`config.mk`:
```
export PLATFORM = sky130hd
export DESIGN_NAME = sdm_match_stop
export DESIGN_NICKNAME = d
export VERILOG_FILES = /design/src/rtl/sdm_pkg.sv /design/src/rtl/sdm_shift_if.sv /design/src/rtl/sdm_shifter.sv /design/src/rtl/sdm_match_stop.sv
export SDC_FILE = /design/constraint.sdc
export NUM_CORES = 1
export LEC_CHECK = 0
export ABC_CLOCK_PERIOD_IN_PS = 2750
export BUFFER_PORTS_ARGS = -buffer_cell sky130_fd_sc_hd__buf_2
export CAP_MARGIN = 25
export CORE_UTILIZATION = 35
export DETAILED_ROUTE_END_ITERATION = 7
export PLACE_DENSITY_LB_ADDON = 0.2
export SLEW_MARGIN = 20
export SYNTH_ARGS = -nofsm -noshare
export SYNTH_HDL_FRONTEND = slang
export SYNTH_SLANG_ARGS = --single-unit
```
`constraint.sdc`:
```
create_clock -name REF_CLK_I -period 2.75 [get_ports REF_CLK_I]
set_input_delay 0.55 -clock REF_CLK_I [delete_from_list [all_inputs] [get_ports REF_CLK_I]]
set_output_delay 0.55 -clock REF_CLK_I [all_outputs]
set_load 0.01 [all_outputs]
```
`src/rtl/sdm_pkg.sv`:
```
// Shared constants and types of the deserialized-serial match-stop port.
`default_nettype none
package sdm_pkg;
   // Widths of the register port and of one deserialized frame.
   localparam int ADDR_W = 8;
   localparam int DATA_W = 32;
   localparam int FRAME_W = 16;
   localparam int BITCNT_W = 5;
   localparam int DIV_W = 4;
   // Register byte offsets.
   localparam logic [7:0] OFF_MODULE_CFG = 8'h00;
   localparam logic [7:0] OFF_DESER_CFG0 = 8'h04;
   localparam logic [7:0] OFF_TX_DATA = 8'h08;
   localparam logic [7:0] OFF_MATCH_POL = 8'h0c;
   localparam logic [7:0] OFF_MATCH_MASK = 8'h10;
   localparam logic [7:0] OFF_RX_DATA = 8'h14;
   localparam logic [7:0] OFF_STATUS = 8'h18;
   localparam logic [7:0] OFF_INT_MASK = 8'h1c;
   // Field positions.
   localparam int MC_MASTER_BIT = 0;
   localparam int MC_CONF_LSB = 4;
   localparam int DC_STOP_BIT = 0;
   localparam int ST_MATCH_BIT = 0;
   localparam int ST_FRAME_BIT = 1;
   localparam int ST_STOPPED_BIT = 2;
   localparam int ST_EVT_W = 2;
   // Port configuration code that selects deserialized-serial operation.
   localparam logic [1:0] CODE_DSI = 2'b01;
   // Reset values.
   localparam logic RST_MASTER = 1'b0;
   localparam logic [1:0] RST_CONF = 2'b00;
   localparam logic RST_STOP_EN = 1'b0;
   localparam logic [FRAME_W-1:0] RST_FRAME = 16'h0000;
   localparam logic [ST_EVT_W-1:0] RST_EVT = 2'b00;
   // Serial clock timing derived from the reference clock.
   localparam int CLK_PERIOD_NS = 8;
   localparam int SCK_PERIOD_NS = 64;
   localparam int SCK_HALF_CYC_RAW = SCK_PERIOD_NS / (2 * CLK_PERIOD_NS);
   localparam int SCK_HALF_CYC = (SCK_HALF_CYC_RAW < 1) ? 1 : SCK_HALF_CYC_RAW;
   localparam logic [DIV_W-1:0] SCK_HALF_LAST = DIV_W'(SCK_HALF_CYC - 1);
   localparam logic [BITCNT_W-1:0] LAST_BIT = BITCNT_W'(FRAME_W - 1);
   // Frame engine states, Gray coded along idle, lead, shift, trail.
   typedef enum logic [1:0] {
      ST_IDLE = 2'b00,
      ST_LEAD = 2'b01,
      ST_SHIFT = 2'b11,
      ST_TRAIL = 2'b10
   } sdm_state_t;
endpackage
`default_nettype wire

```
`src/rtl/sdm_shift_if.sv`:
```
// Interface between the match-stop controller and its frame engine.
`default_nettype none
interface sdm_shift_if;
   logic start;
   logic busy;
   logic done;
   logic [sdm_pkg::FRAME_W-1:0] tx;
   logic [sdm_pkg::FRAME_W-1:0] rx;
   logic miso;
   logic sck;
   logic cs_n;
   logic mosi;
   modport eng (input start, input tx, input miso,
                output busy, output done, output rx, output sck, output cs_n, output mosi);
   modport ctl (output start, output tx, output miso,
                input busy, input done, input rx, input sck, input cs_n, input mosi);
endinterface
`default_nettype wire

```
`src/rtl/sdm_shifter.sv`:
```
// Frame engine that shifts one deserialized frame out and in as master.
`default_nettype none
module sdm_shifter (
   input wire logic clk_i,
   input wire logic nrst_i,
   input wire logic ce_i,
   sdm_shift_if.eng shf
);
   import sdm_pkg::*;

   sdm_state_t state_r;
   logic [DIV_W-1:0] div_r;
   logic [BITCNT_W-1:0] bit_r;
   logic [FRAME_W-1:0] tx_sh_r;
   logic [FRAME_W-1:0] rx_sh_r;
   logic sck_r;
   logic cs_n_r;
   logic mosi_r;
   logic done_r;
   wire tick = (div_r == SCK_HALF_LAST);

   // Handshake and pin outputs.
   assign shf.busy = (state_r != ST_IDLE);
   assign shf.done = done_r;
   assign shf.rx = rx_sh_r;
   assign shf.sck = sck_r;
   assign shf.cs_n = cs_n_r;
   assign shf.mosi = mosi_r;

   // Half-period divider of the serial clock, held at zero while idle.
   always_ff @(posedge clk_i or negedge nrst_i) begin
      if (!nrst_i) begin
         div_r <= '0;
      end else if (ce_i) begin
         div_r <= (state_r == ST_IDLE || tick) ? '0 : div_r + 4'h1;
      end
   end

   // Frame sequence: data changes on the falling edge, sampling on the rising edge.
   always_ff @(posedge clk_i or negedge nrst_i) begin
      if (!nrst_i) begin
         state_r <= ST_IDLE;
         bit_r <= '0;
         tx_sh_r <= RST_FRAME;
         rx_sh_r <= RST_FRAME;
         sck_r <= 1'b0;
         cs_n_r <= 1'b1;
         mosi_r <= 1'b0;
         done_r <= 1'b0;
      end else if (ce_i) begin
         done_r <= 1'b0;
         case (state_r)
            ST_IDLE: begin
               if (shf.start) begin
                  state_r <= ST_LEAD;
                  cs_n_r <= 1'b0;
                  tx_sh_r <= shf.tx;
                  mosi_r <= shf.tx[FRAME_W-1];
                  bit_r <= '0;
               end
            end
            ST_LEAD: begin
               if (tick) begin
                  state_r <= ST_SHIFT;
                  sck_r <= 1'b1;
                  rx_sh_r <= {rx_sh_r[FRAME_W-2:0], shf.miso};
               end
            end
            ST_SHIFT: begin
               if (tick && sck_r) begin
                  sck_r <= 1'b0;
                  if (bit_r == LAST_BIT) begin
                     state_r <= ST_TRAIL;
                  end else begin
                     mosi_r <= tx_sh_r[FRAME_W-2];
                     tx_sh_r <= {tx_sh_r[FRAME_W-2:0], 1'b0};
                     bit_r <= bit_r + 5'h01;
                  end
               end else if (tick) begin
                  sck_r <= 1'b1;
                  rx_sh_r <= {rx_sh_r[FRAME_W-2:0], shf.miso};
               end
            end
            ST_TRAIL: begin
               if (tick) begin
                  state_r <= ST_IDLE;
                  cs_n_r <= 1'b1;
                  done_r <= 1'b1;
               end
            end
            default: begin
               state_r <= ST_IDLE;
            end
         endcase
      end
   end
endmodule
`default_nettype wire

```
`src/rtl/sdm_match_stop.sv`:
```
// Deserialized-serial master port with received-frame match and stop-on-match.
//
// Added by the designer: the plain strobed port and the register addresses.
`default_nettype none
module sdm_match_stop (
   input wire logic REF_CLK_I,
   input wire logic NRST_I,
   input wire logic CE_I,
   input wire logic [sdm_pkg::ADDR_W-1:0] ADDR_I,
   input wire logic [sdm_pkg::DATA_W-1:0] WDATA_I,
   input wire logic WR_I,
   input wire logic RD_I,
   output logic [sdm_pkg::DATA_W-1:0] RDATA_O,
   output logic IRQ_O,
   output logic SCK_O,
   output logic CS_N_O,
   output logic MOSI_O,
   input wire logic MISO_I
);
   import sdm_pkg::*;

   sdm_shift_if shf ();

   // Software-visible state.
   logic master_r;
   logic [1:0] conf_r;
   logic stop_en_r;
   logic [FRAME_W-1:0] tx_r;
   logic [FRAME_W-1:0] pol_r;
   logic [FRAME_W-1:0] mask_r;
   logic [FRAME_W-1:0] rx_r;
   logic [ST_EVT_W-1:0] sts_r;
   logic [ST_EVT_W-1:0] sts_nxt;
   logic [ST_EVT_W-1:0] imask_r;
   logic stopped_r;
   logic stopped_nxt;
   logic [DATA_W-1:0] rdata_r;
   // Receive line synchroniser.
   logic miso_s1_r;
   logic miso_s2_r;

   // Address decode of the write strobes.
   wire wr_mcfg = WR_I && (ADDR_I == OFF_MODULE_CFG);
   wire wr_dcfg = WR_I && (ADDR_I == OFF_DESER_CFG0);
   wire wr_tx = WR_I && (ADDR_I == OFF_TX_DATA);
   wire wr_pol = WR_I && (ADDR_I == OFF_MATCH_POL);
   wire wr_mask = WR_I && (ADDR_I == OFF_MATCH_MASK);
   wire wr_sts = WR_I && (ADDR_I == OFF_STATUS);
   wire wr_imask = WR_I && (ADDR_I == OFF_INT_MASK);

   // The port runs frames only as master in deserialized-serial mode.
   wire is_master = master_r;
   wire is_dsi = (conf_r == CODE_DSI);
   wire run_ok = is_master && is_dsi;

   // Frames follow each other back to back; the done cycle is left free for the check.
   assign shf.start = run_ok && !shf.busy && !shf.done && !stopped_r;
   assign shf.tx = tx_r;
   assign shf.miso = miso_s2_r;

   // Match of a finished frame: only enabled bits count, and at least one must be enabled.
   wire [FRAME_W-1:0] cmp_diff = (shf.rx ^ pol_r) & mask_r;
   wire match_w = (mask_r != RST_FRAME) && (cmp_diff == RST_FRAME);
   wire frame_evt = shf.done;
   wire match_evt = shf.done && match_w;

   // Sticky status: a new event wins over a write-one-to-clear in the same cycle.
   wire [ST_EVT_W-1:0] sts_set = {frame_evt, match_evt};
   wire [ST_EVT_W-1:0] sts_clr = wr_sts ? WDATA_I[ST_EVT_W-1:0] : RST_EVT;
   assign sts_nxt = (sts_r & ~sts_clr) | sts_set;

   // The stop latch is released only by leaving master deserialized mode.
   assign stopped_nxt = !run_ok ? 1'b0 :
                        (match_evt && stop_en_r) ? 1'b1 : stopped_r;

   // Interrupt is high while any unmasked status bit is set.
   assign IRQ_O = |(sts_r & imask_r);

   // Read selection, zero for unmapped offsets and above narrow fields.
   wire [DATA_W-1:0] rd_mcfg = DATA_W'({conf_r, 3'b000, master_r});
   wire [DATA_W-1:0] rd_sts = DATA_W'({stopped_r, sts_r});
   wire [DATA_W-1:0] rd_mux =
      (ADDR_I == OFF_MODULE_CFG) ? rd_mcfg :
      (ADDR_I == OFF_DESER_CFG0) ? DATA_W'(stop_en_r) :
      (ADDR_I == OFF_TX_DATA) ? DATA_W'(tx_r) :
      (ADDR_I == OFF_MATCH_POL) ? DATA_W'(pol_r) :
      (ADDR_I == OFF_MATCH_MASK) ? DATA_W'(mask_r) :
      (ADDR_I == OFF_RX_DATA) ? DATA_W'(rx_r) :
      (ADDR_I == OFF_STATUS) ? rd_sts :
      (ADDR_I == OFF_INT_MASK) ? DATA_W'(imask_r) : '0;

   // Pins come straight from the frame engine flip-flops.
   assign SCK_O = shf.sck;
   assign CS_N_O = shf.cs_n;
   assign MOSI_O = shf.mosi;
   assign RDATA_O = rdata_r;

   // Two-stage synchroniser of the receive pin.
   always_ff @(posedge REF_CLK_I or negedge NRST_I) begin
      if (!NRST_I) begin
         miso_s1_r <= 1'b0;
         miso_s2_r <= 1'b0;
      end else if (CE_I) begin
         miso_s1_r <= MISO_I;
         miso_s2_r <= miso_s1_r;
      end
   end

   // Configuration registers written by software.
   always_ff @(posedge REF_CLK_I or negedge NRST_I) begin
      if (!NRST_I) begin
         master_r <= RST_MASTER;
         conf_r <= RST_CONF;
         stop_en_r <= RST_STOP_EN;
      end else if (CE_I) begin
         if (wr_mcfg) begin
            master_r <= WDATA_I[MC_MASTER_BIT];
            conf_r <= WDATA_I[MC_CONF_LSB +: 2];
         end
         if (wr_dcfg) begin
            stop_en_r <= WDATA_I[DC_STOP_BIT];
         end
      end
   end

   // Frame data, match pattern and interrupt mask registers.
   always_ff @(posedge REF_CLK_I or negedge NRST_I) begin
      if (!NRST_I) begin
         tx_r <= RST_FRAME;
         pol_r <= RST_FRAME;
         mask_r <= RST_FRAME;
         imask_r <= RST_EVT;
      end else if (CE_I) begin
         if (wr_tx) begin
            tx_r <= WDATA_I[FRAME_W-1:0];
         end
         if (wr_pol) begin
            pol_r <= WDATA_I[FRAME_W-1:0];
         end
         if (wr_mask) begin
            mask_r <= WDATA_I[FRAME_W-1:0];
         end
         if (wr_imask) begin
            imask_r <= WDATA_I[ST_EVT_W-1:0];
         end
      end
   end

   // Received frame capture, status flags and stop latch.
   always_ff @(posedge REF_CLK_I or negedge NRST_I) begin
      if (!NRST_I) begin
         rx_r <= RST_FRAME;
         sts_r <= RST_EVT;
         stopped_r <= 1'b0;
      end else if (CE_I) begin
         if (shf.done) begin
            rx_r <= shf.rx;
         end
         sts_r <= sts_nxt;
         stopped_r <= stopped_nxt;
      end
   end

   // Read data stand only in the cycle after the read strobe.
   always_ff @(posedge REF_CLK_I or negedge NRST_I) begin
      if (!NRST_I) begin
         rdata_r <= '0;
      end else if (CE_I) begin
         rdata_r <= RD_I ? rd_mux : '0;
      end
   end

   sdm_shifter u_shifter (
      .clk_i(REF_CLK_I),
      .nrst_i(NRST_I),
      .ce_i(CE_I),
      .shf(shf)
   );
endmodule
`default_nettype wire

```
==> metrics <==
outcome finished, final reports clean; Via density 5.145; most frequent cells in the layout dfrtp_1, mux2_2, nand2_1; overall die width 140.9 µm; Tot Pwr 4.926 mW; commonest non-fill, non-tap cell in the layout dfrtp_1; total CTS buffers 17; CTS Hold Bufs 0; TritonCTS clock tree built; WL final 16.57 mm; Vias 4610; largest net degree at the start of global routing 81; DR pass1 iterations 5; Yosys cell types 59; initial antenna violation count 0; reg-to-reg slack, setup 520 ps; I/O Pins 82; Ant. Diodes 0; Max Clk Rate 448.9 MHz; Die Y 140.9 µm; antenna-violating nets left 0; Rows 50; grt total ovfl 0; worst-path cell chain ha_1 > nor3b_2 > ha_1 > nand2_1 > nand4_2 > mux2_2; Mapped Cells 569; total die area 19850 µm²; Final Skew 8.805 ps; Post-Syn Area 6750 µm²; Area growth syn-to-layout 17.52%; Slew headroom 0.5777; crit path launch type flop; fin crit period 2228 ps; GP Congestion 0.8085; # H-tree levels 4; met1 Usage GRT 0.2501; max_cap viols 0; setup violators final 0; first-pass GRT wire length 26.64 mm; Leak 4.046 nW; DRC Markers 0; Final Hold Vio Count 0; vias in the first global route 4589; Crit. End Element flop; critical path's slowest cell nand4_2; Peak VDD IR 387.9 µV; Worst path max stage delay 500 ps; All-Layer GR Usage 0.1791; Top FF cell, synth dfrtp_1; pwr dens 621.0 nW/µm²; Yosys reg bits 137; Max clock buf depth 2; total number of yosys warnings 0; hold crit path type in2async; DRT iter0 DRCs 291; CTS Sinks 137; core area 18830 µm²; post-cts resize count 0; CP arrival 2540 ps; Wirelength per Cell 18.49 µm; crit-path max FO 16; WP data required 3060 ps; post-synthesis average cell area 11.86 µm²; final worst path period share 0.8101; CTS Root Cell clkbuf_16; Async SR Flop Fraction 1.000; Nets 674; post-synthesis sequential area ratio 0.5081; Setup Buffers After CTS 0; reg2reg path depth 6; cell mode on critical path ha_1; RSZ-0062 raised after global routing false; Final HPWL DP 11.90 mm; CP Class reg2reg; grt peak-use layer met2; clk_lat worst skew 420 ps; PortBufs 49; setup TNS 0 ps; grt met2 use 0.2773; starting density of the core 0.3585; share of cells above drive strength 1 0.2925; met3 Use GR 0.04450; Post-synth EDFFs 0; Clock transition at path regs 60 ps; Worst-Margin Slew 631.9 ps; Slew Limit Fails 0
-- cell usage after synthesis, types with 3 or more instances --
cell type | count | area [µm²]
o21ai_1 | 11 | 55.05
mux2_1 | 16 | 180.2
a22oi_1 | 3 | 22.52
or3_1 | 3 | 18.77
nor4_1 | 7 | 43.79
nor3_4 | 3 | 48.80
clkbuf_1 | 15 | 56.30
a22o_1 | 7 | 61.31
ha_1 | 5 | 62.56
nand2b_1 | 3 | 18.77
o22ai_1 | 11 | 68.82
xor2_1 | 18 | 157.7
nor2_1 | 10 | 37.54
nand3b_1 | 4 | 30.03
o2bb2ai_1 | 3 | 26.28
nor2b_1 | 20 | 125.1
nor3_1 | 5 | 25.02
mux2_2 | 63 | 709.4
a41o_1 | 10 | 100.1
nand4_1 | 6 | 37.54
and3_1 | 4 | 25.02
a21oi_1 | 11 | 55.05
o21ai_0 | 28 | 140.1
mux2_4 | 10 | 150.1
mux2i_1 | 32 | 320.3
dfrtp_1 | 136 | 3403
buf_4 | 18 | 135.1
nand2_1 | 51 | 191.4
inv_1 | 4 | 15.01
buf_2 | 9 | 45.04
nand3_1 | 7 | 35.03
-- registers in the layout (all words and copies together) (netlist names), 2 cells and up --
name               cells
rx_r                  16
pol_r                 16
imask_r                2
u_shifter.state_r      2
u_shifter.tx_sh_r     15
u_shifter.shf.rx      16
mask_r                16
u_shifter.div_r        4
u_shifter.bit_r        5
shf.tx                16
RDATA_O               16
sts_r                  2
conf_r                 2
-- logic make-up after synthesis --
| logic type | Yosys count | synth area share |
|---|---|---|
| other | 1 | 0.0005555 |
| xor gates and xnor gates | 18 | 0.02335 |
| and+or+nand+nor | 137 | 0.1144 |
| buffers and inverters | 51 | 0.04226 |
| muxes | 123 | 0.2082 |
| AOI/OAI and AO/OA | 97 | 0.09398 |
| adders and majority gates | 5 | 0.009268 |
| DFF | 137 | 0.5081 |
-- through the flow --
| stage | hold WS (ps) | area [µm²] | util | setup WS [ps] | std cells |
|---|---|---|---|---|---|
| 3_3_place_gp | 453.1 | 7261 | 0.3856 | 436.5 | 864 |
| 6_report | 10.91 | 7933 | 0.4213 | 522.3 | 896 |
| 2_1_floorplan | 254.4 | 6807 | - | 761.0 | 584 |
| 3_5_place_dp | 457.6 | 7261 | 0.3856 | 446.2 | 864 |
| 5_1_grt | 19.60 | 7933 | 0.4213 | 371.0 | 896 |
| 4_1_cts | 4.443 | 7933 | 0.4213 | 476.5 | 896 |
-- critical path, delay by kind of cell (launching register included) --
| kind | cells | cell delay [ps] |
|---|---|---|
| AND/OR/NAND/NOR | 3 | 760 |
| multiplexers | 1 | 480 |
| adder cells (fa/ha/maj) | 2 | 460 |
| flip-flops | 1 | 410 |
-- power breakdown --
group          total (mW)  internal (mW)  switching, mW
clock                2.61           1.71          0.905
combinational       0.243         0.0839          0.159
sequential           2.07           2.04         0.0271
-- worst paths after layout --
check | start | to
max | u_shifter.div_r[0] | u_shifter.shf.rx[10]
min | NRST_I | u_shifter.state_r[1]
max reg2reg | u_shifter.div_r[0] | u_shifter.shf.rx[10]
min reg2reg | RDATA_O[1] | RDATA_O[1]
max in group asynchronous | NRST_I | RDATA_O[13]
min in group REF_CLK_I | MISO_I | miso_s1_r
-- layer usage --
layer  up-vias  wire, µm
met1      2326      7924
met2       121      7652
met3        13       807
li1       2150         -
met5         -         0
met4         0       187
-- cell type report --
class / count / area, µm²
repair buffers: 66 / 391.6
clock inverters: 14 / 242.7
inverters: 5 / 18.77
flip-flops and latches: 137 / 3430
clock buffers: 18 / 429.2
well taps: 260 / 325.3
multi-input cells: 396 / 3095
fillers: 1763 / 10900
Power figures use the tool's default switching activity.
